File: src/logic/uisc_pkg.sv
// Register map, field layout and carrier types of the serial port interrupt slice
package uisc_pkg;

   localparam int ADDR_W = 12;
   localparam int DATA_W = 32;
   localparam int NSRC = 7;

   localparam logic [11:0] OFF_MASK = 12'h038;
   localparam logic [11:0] OFF_RAW = 12'h03c;
   localparam logic [11:0] OFF_MIS = 12'h040;
   localparam logic [11:0] OFF_ICR = 12'h044;
   localparam logic [11:0] OFF_ID4 = 12'hfd0;
   localparam logic [11:0] OFF_ID5 = 12'hfd4;

   // Source bit positions inside every status, mask and clear word
   localparam int POS_OVERRUN = 10;
   localparam int POS_BREAK = 9;
   localparam int POS_PARITY = 8;
   localparam int POS_FRAMING = 7;
   localparam int POS_RX_TIMEOUT = 6;
   localparam int POS_TRANSMIT = 5;
   localparam int POS_RECEIVE = 4;
   localparam int FLD_MSB = POS_OVERRUN;
   localparam int FLD_LSB = POS_RECEIVE;

   localparam int ID_MSB = 7;
   localparam logic [3:0] RAW_LOW_RSVD = 4'hf;

   localparam logic [6:0] RST_FLAGS = 7'h00;
   localparam logic [31:0] RST_RDATA = 32'h0000_0000;

   // One bit per source, packed in register order from bit 10 down to bit 4
   typedef struct packed {
      logic overrun;
      logic brk;
      logic parity;
      logic framing;
      logic rx_timeout;
      logic transmit;
      logic receive;
   } uisc_flags_t;

   typedef struct packed {
      logic [11:0] addr;
      logic [31:0] wdata;
      logic wr;
      logic rd;
   } uisc_bus_req_t;

endpackage : uisc_pkg

File: src/logic/uisc_flag_bits.sv
// Sticky status bits: pulses set them, a per-bit clear mask drops any of them at once
`timescale 1ns/1ps
module uisc_flag_bits #(
   parameter int W = 7
) (
   // Clock and reset
   input wire logic i_clk,
   input wire logic i_sys_rst,
   // Set and clear strobes, one bit per source
   input wire logic [W-1:0] i_set,
   input wire logic [W-1:0] i_clr,
   // Held state
   output logic [W-1:0] o_flags_q
);

   logic [W-1:0] flags_d;

   // A set in the same cycle as its clear is kept
   always_comb begin
      flags_d = (o_flags_q & ~i_clr) | i_set;
   end

   always_ff @(posedge i_clk) begin
      if (i_sys_rst) begin
         o_flags_q <= '0;
      end else begin
         o_flags_q <= flags_d;
      end
   end

endmodule : uisc_flag_bits

File: src/logic/uisc_irq_status.sv
// Interrupt status, mask, clear and identification registers of the serial port
//
// Our own choice: the plain strobed port.
`timescale 1ns/1ps
// How it works
// - Masked status register reads current masked state per source; zero after reset.
// - Writes to the masked status register are ignored; no state changes.
// - Masked bits: overrun 10, break 9, parity 8, framing 7, timeout 6, tx 5, rx 4.
// - Masked bit equals raw bit AND mask bit; only masked sources reach the controller.
// - Writing one to a clear bit drops raw status, hence masked status too.
// - Writing zero to a clear bit leaves that source's state alone.
// - Clear bits use the same positions as status bits, 10 down to 4.
// - Reserved bits read undefined; software keeps them; writes to them do nothing.
// - Two identification registers hold constant read-only values in bits 7:0.
// - First identification register gives ident bits 7:0, second gives bits 15:8.
module uisc_irq_status #(
   // Arbitrary identification values
   parameter logic [7:0] IDENT_LOW = 8'h5a,
   parameter logic [7:0] IDENT_NEXT = 8'ha5
) (
   // Clock and reset
   input wire logic i_clk,
   input wire logic i_sys_rst,
   // Register port
   input wire logic [11:0] i_addr,
   input wire logic [31:0] i_wdata,
   input wire logic i_wr,
   input wire logic i_rd,
   output logic [31:0] o_rdata,
   // Event pulses from the serial engine
   input wire uisc_pkg::uisc_flags_t i_src_evt,
   // Toward the system interrupt controller
   output uisc_pkg::uisc_flags_t o_masked,
   output logic o_irq
);

   uisc_pkg::uisc_bus_req_t req;
   uisc_pkg::uisc_flags_t raw_q;
   uisc_pkg::uisc_flags_t mask_q;
   uisc_pkg::uisc_flags_t mask_d;
   uisc_pkg::uisc_flags_t mis;
   uisc_pkg::uisc_flags_t clr;
   uisc_pkg::uisc_flags_t wr_field;
   logic [31:0] rdata_q;
   logic [31:0] rdata_d;
   uisc_pkg::uisc_flags_t masked_q;
   logic irq_q;

   // Place a seven-source field into a bus word, every other bit zero
   function automatic logic [31:0] place_flags(input uisc_pkg::uisc_flags_t f);
      logic [31:0] w;
      w = '0;
      w[uisc_pkg::FLD_MSB:uisc_pkg::FLD_LSB] = f;
      return w;
   endfunction : place_flags

   // Pull the seven-source field out of a bus word
   function automatic uisc_pkg::uisc_flags_t take_flags(input logic [31:0] w);
      return uisc_pkg::uisc_flags_t'(w[uisc_pkg::FLD_MSB:uisc_pkg::FLD_LSB]);
   endfunction : take_flags

   function automatic logic [31:0] place_ident(input logic [7:0] b);
      logic [31:0] w;
      w = '0;
      w[uisc_pkg::ID_MSB:0] = b;
      return w;
   endfunction : place_ident

   always_comb begin
      req.addr = i_addr;
      req.wdata = i_wdata;
      req.wr = i_wr;
      req.rd = i_rd;
   end

   always_comb begin
      wr_field = take_flags(req.wdata);
   end

   // Only set clear bits act; zeros and reserved bits are dropped
   always_comb begin
      clr = '0;
      if (req.wr && req.addr == uisc_pkg::OFF_ICR) begin
         clr = wr_field;
      end
   end

   uisc_flag_bits #(
      .W(uisc_pkg::NSRC)
   ) u_raw (
      .i_clk(i_clk),
      .i_sys_rst(i_sys_rst),
      .i_set(i_src_evt),
      .i_clr(clr),
      .o_flags_q(raw_q)
   );

   // Mask register
   always_comb begin
      mask_d = mask_q;
      if (req.wr && req.addr == uisc_pkg::OFF_MASK) begin
         mask_d = wr_field;
      end
   end

   always_ff @(posedge i_clk) begin
      if (i_sys_rst) begin
         mask_q <= uisc_pkg::RST_FLAGS;
      end else begin
         mask_q <= mask_d;
      end
   end

   always_comb begin
      mis = raw_q & mask_q;
   end

   // Read decode; writes to status and identification words fall through here
   always_comb begin
      rdata_d = uisc_pkg::RST_RDATA;
      if (req.rd) begin
         case (req.addr)
            uisc_pkg::OFF_MASK: rdata_d = place_flags(mask_q);
            uisc_pkg::OFF_RAW: begin
               rdata_d = place_flags(raw_q);
               rdata_d[3:0] = uisc_pkg::RAW_LOW_RSVD;
            end
            uisc_pkg::OFF_MIS: rdata_d = place_flags(mis);
            uisc_pkg::OFF_ID4: rdata_d = place_ident(IDENT_LOW);
            uisc_pkg::OFF_ID5: rdata_d = place_ident(IDENT_NEXT);
            default: rdata_d = uisc_pkg::RST_RDATA;
         endcase
      end
   end

   always_ff @(posedge i_clk) begin
      if (i_sys_rst) begin
         rdata_q <= uisc_pkg::RST_RDATA;
      end else begin
         rdata_q <= rdata_d;
      end
   end

   // Masked lines and the summary interrupt, one cycle behind status
   always_ff @(posedge i_clk) begin
      if (i_sys_rst) begin
         masked_q <= uisc_pkg::RST_FLAGS;
         irq_q <= 1'b0;
      end else begin
         masked_q <= mis;
         irq_q <= |mis;
      end
   end

   always_comb begin
      o_rdata = rdata_q;
      o_masked = masked_q;
      o_irq = irq_q;
   end

   a_mis_read_value: assert property (@(posedge i_clk) disable iff (i_sys_rst)
      (i_rd && i_addr == uisc_pkg::OFF_MIS) |=>
      (o_rdata[uisc_pkg::FLD_MSB:uisc_pkg::FLD_LSB] == ($past(raw_q) & $past(mask_q))))
      else $error("masked status read wrong");

   a_mis_field_pos: assert property (@(posedge i_clk) disable iff (i_sys_rst)
      (i_rd && i_addr == uisc_pkg::OFF_MIS) |=>
      (o_rdata[uisc_pkg::POS_OVERRUN] == ($past(raw_q.overrun) && $past(mask_q.overrun))
       && o_rdata[uisc_pkg::POS_RECEIVE] == ($past(raw_q.receive) && $past(mask_q.receive))
       && o_rdata[31:11] == 21'h0 && o_rdata[3:0] == 4'h0))
      else $error("masked field placement wrong");

   // One check per source for the masked word layout
   a_mis_overrun_pos: assert property (@(posedge i_clk) disable iff (i_sys_rst)
      (i_rd && i_addr == uisc_pkg::OFF_MIS) |=>
      (o_rdata[uisc_pkg::POS_OVERRUN] == ($past(raw_q.overrun) && $past(mask_q.overrun))))
      else $error("overrun masked bit misplaced");

   a_mis_brk_pos: assert property (@(posedge i_clk) disable iff (i_sys_rst)
      (i_rd && i_addr == uisc_pkg::OFF_MIS) |=>
      (o_rdata[uisc_pkg::POS_BREAK] == ($past(raw_q.brk) && $past(mask_q.brk))))
      else $error("break masked bit misplaced");

   a_mis_parity_pos: assert property (@(posedge i_clk) disable iff (i_sys_rst)
      (i_rd && i_addr == uisc_pkg::OFF_MIS) |=>
      (o_rdata[uisc_pkg::POS_PARITY] == ($past(raw_q.parity) && $past(mask_q.parity))))
      else $error("parity masked bit misplaced");

   a_mis_framing_pos: assert property (@(posedge i_clk) disable iff (i_sys_rst)
      (i_rd && i_addr == uisc_pkg::OFF_MIS) |=>
      (o_rdata[uisc_pkg::POS_FRAMING] == ($past(raw_q.framing) && $past(mask_q.framing))))
      else $error("framing masked bit misplaced");

   a_mis_timeout_pos: assert property (@(posedge i_clk) disable iff (i_sys_rst)
      (i_rd && i_addr == uisc_pkg::OFF_MIS) |=>
      (o_rdata[uisc_pkg::POS_RX_TIMEOUT]
       == ($past(raw_q.rx_timeout) && $past(mask_q.rx_timeout))))
      else $error("time-out masked bit misplaced");

   a_mis_transmit_pos: assert property (@(posedge i_clk) disable iff (i_sys_rst)
      (i_rd && i_addr == uisc_pkg::OFF_MIS) |=>
      (o_rdata[uisc_pkg::POS_TRANSMIT] == ($past(raw_q.transmit) && $past(mask_q.transmit))))
      else $error("transmit masked bit misplaced");

   a_mis_receive_pos: assert property (@(posedge i_clk) disable iff (i_sys_rst)
      (i_rd && i_addr == uisc_pkg::OFF_MIS) |=>
      (o_rdata[uisc_pkg::POS_RECEIVE] == ($past(raw_q.receive) && $past(mask_q.receive))))
      else $error("receive masked bit misplaced");

   a_mis_write_ignored: assert property (@(posedge i_clk) disable iff (i_sys_rst)
      (i_wr && i_addr == uisc_pkg::OFF_MIS && i_src_evt == 7'h00) |=>
      ($stable(raw_q) && $stable(mask_q)))
      else $error("write to masked status changed state");

   a_clear_one: assert property (@(posedge i_clk) disable iff (i_sys_rst)
      (i_wr && i_addr == uisc_pkg::OFF_ICR) |=>
      ((raw_q & $past(i_wdata[uisc_pkg::FLD_MSB:uisc_pkg::FLD_LSB])
        & ~$past(i_src_evt)) == 7'h00))
      else $error("clear by one failed");

   a_clear_zero: assert property (@(posedge i_clk) disable iff (i_sys_rst)
      (i_wr && i_addr == uisc_pkg::OFF_ICR) |=>
      (($past(raw_q) & ~$past(i_wdata[uisc_pkg::FLD_MSB:uisc_pkg::FLD_LSB])
        & ~raw_q) == 7'h00))
      else $error("clear by zero altered state");

   // A one in a clear bit drops exactly its own source
   a_clr_overrun_one: assert property (@(posedge i_clk) disable iff (i_sys_rst)
      (i_wr && i_addr == uisc_pkg::OFF_ICR && i_wdata[uisc_pkg::POS_OVERRUN]
       && !i_src_evt.overrun) |=> !raw_q.overrun)
      else $error("overrun not cleared by a one");

   a_clr_brk_one: assert property (@(posedge i_clk) disable iff (i_sys_rst)
      (i_wr && i_addr == uisc_pkg::OFF_ICR && i_wdata[uisc_pkg::POS_BREAK]
       && !i_src_evt.brk) |=> !raw_q.brk)
      else $error("break not cleared by a one");

   a_clr_parity_one: assert property (@(posedge i_clk) disable iff (i_sys_rst)
      (i_wr && i_addr == uisc_pkg::OFF_ICR && i_wdata[uisc_pkg::POS_PARITY]
       && !i_src_evt.parity) |=> !raw_q.parity)
      else $error("parity not cleared by a one");

   a_clr_framing_one: assert property (@(posedge i_clk) disable iff (i_sys_rst)
      (i_wr && i_addr == uisc_pkg::OFF_ICR && i_wdata[uisc_pkg::POS_FRAMING]
       && !i_src_evt.framing) |=> !raw_q.framing)
      else $error("framing not cleared by a one");

   a_clr_timeout_one: assert property (@(posedge i_clk) disable iff (i_sys_rst)
      (i_wr && i_addr == uisc_pkg::OFF_ICR && i_wdata[uisc_pkg::POS_RX_TIMEOUT]
       && !i_src_evt.rx_timeout) |=> !raw_q.rx_timeout)
      else $error("time-out not cleared by a one");

   a_clr_transmit_one: assert property (@(posedge i_clk) disable iff (i_sys_rst)
      (i_wr && i_addr == uisc_pkg::OFF_ICR && i_wdata[uisc_pkg::POS_TRANSMIT]
       && !i_src_evt.transmit) |=> !raw_q.transmit)
      else $error("transmit not cleared by a one");

   a_clr_receive_one: assert property (@(posedge i_clk) disable iff (i_sys_rst)
      (i_wr && i_addr == uisc_pkg::OFF_ICR && i_wdata[uisc_pkg::POS_RECEIVE]
       && !i_src_evt.receive) |=> !raw_q.receive)
      else $error("receive not cleared by a one");

   // A zero in a clear bit keeps its source set
   a_clr_overrun_zero: assert property (@(posedge i_clk) disable iff (i_sys_rst)
      (i_wr && i_addr == uisc_pkg::OFF_ICR && !i_wdata[uisc_pkg::POS_OVERRUN]
       && raw_q.overrun) |=> raw_q.overrun)
      else $error("overrun dropped by a zero");

   a_clr_brk_zero: assert property (@(posedge i_clk) disable iff (i_sys_rst)
      (i_wr && i_addr == uisc_pkg::OFF_ICR && !i_wdata[uisc_pkg::POS_BREAK]
       && raw_q.brk) |=> raw_q.brk)
      else $error("break dropped by a zero");

   a_clr_parity_zero: assert property (@(posedge i_clk) disable iff (i_sys_rst)
      (i_wr && i_addr == uisc_pkg::OFF_ICR && !i_wdata[uisc_pkg::POS_PARITY]
       && raw_q.parity) |=> raw_q.parity)
      else $error("parity dropped by a zero");

   a_clr_framing_zero: assert property (@(posedge i_clk) disable iff (i_sys_rst)
      (i_wr && i_addr == uisc_pkg::OFF_ICR && !i_wdata[uisc_pkg::POS_FRAMING]
       && raw_q.framing) |=> raw_q.framing)
      else $error("framing dropped by a zero");

   a_clr_timeout_zero: assert property (@(posedge i_clk) disable iff (i_sys_rst)
      (i_wr && i_addr == uisc_pkg::OFF_ICR && !i_wdata[uisc_pkg::POS_RX_TIMEOUT]
       && raw_q.rx_timeout) |=> raw_q.rx_timeout)
      else $error("time-out dropped by a zero");

   a_clr_transmit_zero: assert property (@(posedge i_clk) disable iff (i_sys_rst)
      (i_wr && i_addr == uisc_pkg::OFF_ICR && !i_wdata[uisc_pkg::POS_TRANSMIT]
       && raw_q.transmit) |=> raw_q.transmit)
      else $error("transmit dropped by a zero");

   a_clr_receive_zero: assert property (@(posedge i_clk) disable iff (i_sys_rst)
      (i_wr && i_addr == uisc_pkg::OFF_ICR && !i_wdata[uisc_pkg::POS_RECEIVE]
       && raw_q.receive) |=> raw_q.receive)
      else $error("receive dropped by a zero");

   a_set_wins_clear: assert property (@(posedge i_clk) disable iff (i_sys_rst)
      (i_src_evt != 7'h00) |=> ((raw_q & $past(i_src_evt)) == $past(i_src_evt)))
      else $error("event lost against clear");

   a_masked_follow: assert property (@(posedge i_clk) disable iff (i_sys_rst)
      1'b1 |=> (o_masked == ($past(raw_q) & $past(mask_q))
       && o_irq == (($past(raw_q) & $past(mask_q)) != 7'h00)))
      else $error("masked output or interrupt wrong");

   a_ident_read: assert property (@(posedge i_clk) disable iff (i_sys_rst)
      (i_rd && i_addr == uisc_pkg::OFF_ID5) |=> o_rdata == {24'h0, IDENT_NEXT})
      else $error("ident word wrong");

   a_ident_low_read: assert property (@(posedge i_clk) disable iff (i_sys_rst)
      (i_rd && i_addr == uisc_pkg::OFF_ID4) |=> o_rdata == {24'h0, IDENT_LOW})
      else $error("low ident word wrong");

   a_ident_write_quiet: assert property (@(posedge i_clk) disable iff (i_sys_rst)
      (i_wr && (i_addr == uisc_pkg::OFF_ID4 || i_addr == uisc_pkg::OFF_ID5)
       && i_src_evt == 7'h00) |=> ($stable(raw_q) && $stable(mask_q) && o_rdata == 32'h0))
      else $error("ident write had an effect");

   a_reset_clean: assert property (@(posedge i_clk)
      i_sys_rst |=> (raw_q == '0 && mask_q == '0 && o_irq == 1'b0 && o_rdata == 32'h0))
      else $error("state not zero after reset");

   a_mask_write_only: assert property (@(posedge i_clk) disable iff (i_sys_rst)
      !(i_wr && i_addr == uisc_pkg::OFF_MASK) |=> $stable(mask_q))
      else $error("mask changed without a mask write");

   a_raw_only_events: assert property (@(posedge i_clk) disable iff (i_sys_rst)
      1'b1 |=> ((raw_q & ~$past(raw_q) & ~$past(i_src_evt)) == 7'h00))
      else $error("status bit set without an event");

   a_raw_read_back: assert property (@(posedge i_clk) disable iff (i_sys_rst)
      (i_rd && i_addr == uisc_pkg::OFF_RAW) |=>
      (o_rdata == {21'h0, $past(raw_q), uisc_pkg::RAW_LOW_RSVD}))
      else $error("raw status read wrong");

   a_mask_read_back: assert property (@(posedge i_clk) disable iff (i_sys_rst)
      (i_rd && i_addr == uisc_pkg::OFF_MASK) |=>
      (o_rdata == {21'h0, $past(mask_q), 4'h0}))
      else $error("mask read wrong");

   a_clear_reads_zero: assert property (@(posedge i_clk) disable iff (i_sys_rst)
      (i_rd && i_addr == uisc_pkg::OFF_ICR) |=> o_rdata == 32'h0)
      else $error("clear register read not zero");

   a_unmapped_read: assert property (@(posedge i_clk) disable iff (i_sys_rst)
      (i_rd && i_addr != uisc_pkg::OFF_MASK && i_addr != uisc_pkg::OFF_RAW
       && i_addr != uisc_pkg::OFF_MIS && i_addr != uisc_pkg::OFF_ID4
       && i_addr != uisc_pkg::OFF_ID5) |=> o_rdata == 32'h0)
      else $error("unmapped read not zero");

endmodule : uisc_irq_status

File: config.mk
export PLATFORM = sky130hd
export DESIGN_NAME = uisc_irq_status
export DESIGN_NICKNAME = d
export VERILOG_FILES = /design/src/logic/uisc_pkg.sv /design/src/logic/uisc_flag_bits.sv /design/src/logic/uisc_irq_status.sv
export SDC_FILE = /design/constraint.sdc
export NUM_CORES = 1
export LEC_CHECK = 0
export CORE_MARGIN = 2
export CORE_UTILIZATION = 51
export DETAILED_ROUTE_END_ITERATION = 8
export DONT_BUFFER_PORTS = 1
export GPL_TIMING_DRIVEN = 0
export PLACE_DENSITY = 0.66
export SLEW_MARGIN = 20
export SYNTH_ARGS = -nofsm -noshare
export SYNTH_HDL_FRONTEND = slang
export SYNTH_SLANG_ARGS = --single-unit
File: constraint.sdc
create_clock -name i_clk -period 2.4 [get_ports i_clk]
set_clock_uncertainty 0.1 [all_clocks]
set_input_delay 0.12 -clock i_clk [delete_from_list [all_inputs] [get_ports i_clk]]
set_output_delay 0.12 -clock i_clk [all_outputs]
set_load 0.05 [all_outputs]
==> results of run 1 <==
[stage by stage]
stage	setup slack, ns	power, mW
floorplan	0.614	0.673
global placement	0.435	0.682
detailed placement	0.400	0.684
CTS	0.290	0.959
global route	0.105	1.00
finish	0.246	0.964
[power by group]
part | switching [mW] | total (mW) | internal (mW)
Clock | 0.152 | 0.255 | 0.104
Sequential | 0.00894 | 0.531 | 0.522
Combinational | 0.110 | 0.177 | 0.0665
[routing by layer]
metal / wire, um / share of wire (%) / vias up / track usage, %
li1: - / - / 693 / -
met1: 1460 / 39 / 668 / 28.8
met2: 2010 / 53 / 54 / 38.5
met3: 244 / 6.5 / 8 / 5.41
met4: 47 / 1.3 / 0 / 7.94
met5: 0 / 0 / - / 0
[synth_stat cells (2+ instances only)]
library cell / n
buf_6: 2
nor4_4: 2
nand4_1: 9
nand2_1: 7
inv_1: 15
nand2b_1: 2
buf_4: 23
a21oi_1: 16
or4_4: 2
o31a_1: 4
a21boi_2: 3
nor2_1: 9
o21ai_0: 13
clkbuf_1: 4
nand4b_1: 9
o21a_1: 3
and3_1: 8
dfxtp_1: 31
a21boi_0: 4
[worst max-delay path, stage by stage]
cell,delay [ns]
nor4b_2,0.69
nand4_1,0.46
o21ai_0,0.29
a21oi_1,0.10
dlygate4sd3_1,0.59
[timing repair]
item	in CTS	in global routing
hold buffers	22	0
hold endpoints to repair	17	0
buffers inserted	0	0
setup endpoints to repair	0	0
[flip-flops by register name, indices dropped and copies added, names as in the netlist]
signal and cells:
o_rdata 9, u_raw.o_flags_q 7, mask_q 7, o_masked 7, o_irq 1
[final cells by class]
class	instances	area [um^2]	area share, %
plain buffers	30	215	10.9
clock buffers	6	41.3	2.10
inverters	15	56.3	2.86
multi-input cells	124	773	39.3
flip-flops and latches	31	621	31.5
well taps	33	41.3	2.10
repair buffers	22	220	11.2
[logic make-up (layout without fill, tap and decap cells)]
group | count (synthesis) | in the layout | synth area share (%)
buffers and inverters | 45 | 73 | 17.1
other | 1 | 21 | 0.236
flip-flops | 31 | 31 | 39.0
AO/OA/AOI/OAI | 46 | 46 | 18.3
AND/OR/NAND/NOR | 57 | 57 | 25.3
[how the worst max path moves through the flow]
stage | startpoint | to | slack (ns)
floorplan | i_addr[8] | mask_q[0]$_SDFFE_PP0P_ | 0.61
global placement | i_addr[2] | o_rdata[4]$_SDFF_PP0_ | 0.43
detailed placement | i_addr[2] | o_rdata[4]$_SDFF_PP0_ | 0.40
CTS | i_addr[5] | u_raw.o_flags_q[2]$_SDFF_PP0_ | 0.29
global route | i_addr[5] | u_raw.o_flags_q[5]$_SDFF_PP0_ | 0.10
finish | i_addr[5] | u_raw.o_flags_q[0]$_SDFF_PP0_ | 0.25
==> run metrics, run 1 <==
status=finished clean; vias in the first global route=1289; total routed wirelength=3.76 mm; RSZ-0062 raised after global routing=false; Clock Latency Late Sink=0.32 ns; Final Cycle Share=89.7%; Synth area leaders=dfxtp_1 39%, buf_4 11%, a21oi_1 5.0%, nand4b_1 5.0%, o21ai_0 4.1%; Worst Hold Class=primary input to flip-flop; DRT Pass-1 Iters=4; total gr overflow=0; H-tree levels=2; die width=59.8 um; reg2reg path depth=3; final instance area=0.00197 mm^2; Ys Warns=0; clock tree sinks=31; hold endpoint=o_masked[5]$_SDFF_PP0_; post-route minimum period=2.15 ns; Synth cell types=33; Setup-failing EPs final=0; GRT Total Usage=23.0%; 1st-iter DRT viols=37; hold wc startpoint=i_sys_rst; utilization after layout=65.5%; most common cell after layout, fill and taps aside=dfxtp_1; worst slew pin tran=0.773 ns; Inserted Clock Buffers=5; fin nets=284; peak supply drop=0.000282 V; Leakage Power=0.829 nW; initial antenna violation count=0; clock-pin slew on the worst setup and hold paths=0.08 ns; final hold slack=0.0519 ns; clock buffer depth=2; Crit. End Element=flip-flop; Mapped Cells=180; dpl cell area=0.00171 mm^2; most frequent cells in the layout=31 x dfxtp_1, 23 x buf_4, 22 x dlygate4sd3_1, 21 x conb_1, 16 x a21oi_1; Buffers on Ports=0; Slew headroom=48.0%; # resized after CTS=0; Seq/Total Area, Yosys=39.0%; Mapped Area=0.00159 mm^2; dpl cells=233; Antenna diodes=0; fin. max-slew vios=0; number of fill cells=259; Setup CP Type=primary input to flip-flop; Worst R2R Start=u_raw.o_flags_q[0]$_SDFF_PP0_; top cell type's share of synthesized area=39.0%; Sum Neg Setup Slack=0 ns; WL per Instance=14.4 um; largest net degree at the start of global routing=11; count of boundary I/O pins=95; fraction of layout cells with a size suffix above 1=18.4%; CP arrival=2.26 ns; EDFF count, synth=0; CP Max Fanout=9; Startpoint Class=primary input; die height=59.8 um; row count=20; Critical R2R Capture=u_raw.o_flags_q[0]$_SDFF_PP0_; CTS Root Cell=clkbuf_4; HPWL Detailed=2.62 mm; max cap viols=0; syn_area_per_cell=8.83 um^2; synth-to-layout area growth=23.8%; Critical Path RT=2.51 ns; die area=0.00358 mm^2; top_reg_cell synth=dfxtp_1; total core area=0.00300 mm^2; first-pass GRT wire length=6.09 mm; reg-to-reg slack, setup=0.98 ns; PD cells=490 mW/mm^2; Post-Layout Cell Count=261; Remaining DRCs=0; post-route antenna net violation count=0; Vias/cell=5.45; Hold Fails Final Rpt=0; CTS tree=built; FFs w/ async S/R, synth=0%; Initial Util=53.0%; Final Wtd Congestion=0.811; Worst Hold Path Cells=2; fmax=464 MHz; Synth area leader=dfxtp_1; vias after detailed routing=1423; Synth Register Bits=31
Power figures use the tool's default switching activity.
==> run 2, diff against run 1 <==
Settings changed: CELL_PAD_IN_SITES_DETAIL_PLACEMENT from default to 1, CELL_PAD_IN_SITES_GLOBAL_PLACEMENT from default to 1, CORE_UTILIZATION 51 to 43, PLACE_DENSITY 0.66 to default, PLACE_DENSITY_LB_ADDON from default to 0.1.
==> run 2 against run 1 <==
  * Total power grew 19%
  * Critical path depth is the same
  * First-iteration DRC count grew 51%
  * Largest power group unchanged
==> run metrics, run 2 (synthesized netlist as in run 1, its figures left out) <==
most common cell after layout, fill and taps aside=dfxtp_1; Final Wtd Congestion=0.789 (-2.7%); vias after detailed routing=1412 (-0.77%); die area=0.00420 mm^2 (+17%); total core area=0.00361 mm^2 (+20%); first-pass GRT wire length=6.87 mm (+13%); crit-path max cell delay=0.74 ns (+0.05 ns); Buffers on Ports=0 (unchanged); dpl cell area=0.00173 mm^2 (+1.1%); CTS tree=built; PD cells=576 mW/mm^2 (+18%); final hold slack=0.00714 ns (-0.0447 ns); WL per Instance=16.1 um (+12%); row count=22 (+10%); Remaining DRCs=0 (unchanged); CP max-delay cell=nor4b_2; CP Max Fanout=9 (unchanged); Post-Layout Cell Count=272 (+4.2%); post-route minimum period=2.21 ns (+0.0587 ns); clock buffer depth=2 (unchanged); die height=64.8 um (+8.3%); final instance area=0.00199 mm^2 (+0.89%); clock tree sinks=31 (unchanged); Startpoint Class=primary input; Worst Hold Class=primary input to flip-flop; synth-to-layout area growth=24.9%; max cap viols=0 (unchanged); Clock Latency Late Sink=0.28 ns (-0.04 ns); Initial Util=44.1% (-8.9 points); Critical Path RT=2.47 ns (-0.04 ns); number of fill cells=447 (+73%); initial antenna violation count=0 (unchanged); Setup CP Type=primary input to flip-flop; # resized after CTS=0 (unchanged); worst slew pin tran=0.850 ns (+0.0770 ns); count of boundary I/O pins=95 (unchanged); vias in the first global route=1465 (+14%); Antenna diodes=0 (unchanged); peak supply drop=0.000276 V (-2.1%); total gr overflow=0 (unchanged); largest net degree at the start of global routing=11 (unchanged); H-tree levels=2 (unchanged); RSZ-0062 raised after global routing=false; CTS Root Cell=clkbuf_8; Sum Neg Setup Slack=0 ns (unchanged); die width=64.8 um (+8.3%); 1st-iter DRT viols=56 (+51%); fraction of layout cells with a size suffix above 1=19.6% (+1.2 points); dpl ws=0.381 ns (-0.0183 ns); number of flip-flops under the largest register name=9 (unchanged); Hold Fails Final Rpt=0 (unchanged); fin nets=278 (-2.1%); Slew headroom=43.2% (-4.9 points); Crit. End Element=flip-flop; crit path cell chain=nor4b_2 -> nand4_1 -> o21ai_0 -> a21oi_1 -> dlygate4sd3_1; Leakage Power=0.826 nW (-0.41%); CP arrival=2.28 ns (+0.02 ns); Inserted Clock Buffers=5 (unchanged); HPWL Detailed=3.15 mm (+20%); GRT Total Usage=21.7% (-1.3 points); post-route antenna net violation count=0 (unchanged); Setup-failing EPs final=0 (unchanged); fin. max-slew vios=0 (unchanged); register area=621 um^2 (unchanged); Final Cycle Share=92.2% (+2.4 points); total routed wirelength=4.38 mm (+17%); final worst slack=0.187 ns (-0.0587 ns); utilization after layout=55.1% (-10 points); most frequent cells in the layout=31 x dfxtp_1, 23 x buf_4, 21 x conb_1, 16 x a21oi_1, 16 x dlygate4sd3_1; clock-pin slew on the worst setup and hold paths=0.06 ns (-0.02 ns); status=finished clean; fmax=452 MHz (-2.7%); dpl cells=248 (+6.4%); total power draw=1.14 mW (+19%); Vias/cell=5.19 (-4.8%); DRT Pass-1 Iters=4 (unchanged); area of the multi-input gates=773 um^2 (unchanged)
[run 2: cell count changes in the layout (fill, tap and decap cells not counted)]
cell,previous run,this run
clkbuf_8,0,7
dlygate4sd3_1,22,16
clkbuf_4,5,0
[run 2: final timing paths]
path / from / cells after the start / to / slack (ns)
worst max register to register: u_raw.o_flags_q[1]$_SDFF_PP0_ / 3 / u_raw.o_flags_q[1]$_SDFF_PP0_ / 1.07
worst max-delay path: i_addr[5] / 5 / u_raw.o_flags_q[1]$_SDFF_PP0_ / 0.19
worst min register to register: mask_q[0]$_SDFFE_PP0P_ / 2 / o_masked[0]$_SDFF_PP0_ / 0.39
worst min-delay path: i_wdata[6] / 3 / u_raw.o_flags_q[2]$_SDFF_PP0_ / 0.007
[run 2: worst max-delay path, delay by kind of cell]
kind                   cells  cell delay, ns
AO/OA/AOI/OAI              2            0.38
buffers and inverters      1            0.56
AND/OR/NAND/NOR            2            1.22
[run 2: area by class of cell]
type / instances / share of cell area [%]
multi-input cells: 124 / 38.9
plain buffers: 30 / 10.8
well taps: 48 / 3.02
clock buffers: 8 / 5.04
flip-flops and latches: 31 / 31.3
inverters: 15 / 2.84
repair buffers: 16 / 8.07
[run 2: metal layers]
layer	share of wire (%)	vias up	global-route usage (%)
li1	-	682	-
met1	39	660	22.6
met2	51	57	40.7
met3	6.9	13	5.21
met4	2.5	0	9.84
met5	0	-	0
[run 2: where the power goes]
group          total, mW  switching (mW)  internal [mW]
logic              0.169           0.111         0.0581
clock network      0.441           0.180          0.261
registers          0.533          0.0101          0.523
total               1.14           0.301          0.842
[run 2: timing repair]
| action | 4_1_cts | 5_1_grt |
|---|---|---|
| hold endpoints to repair | 17 | 0 |
| hold buffers | 16 | 0 |
| buffers inserted | 0 | 0 |
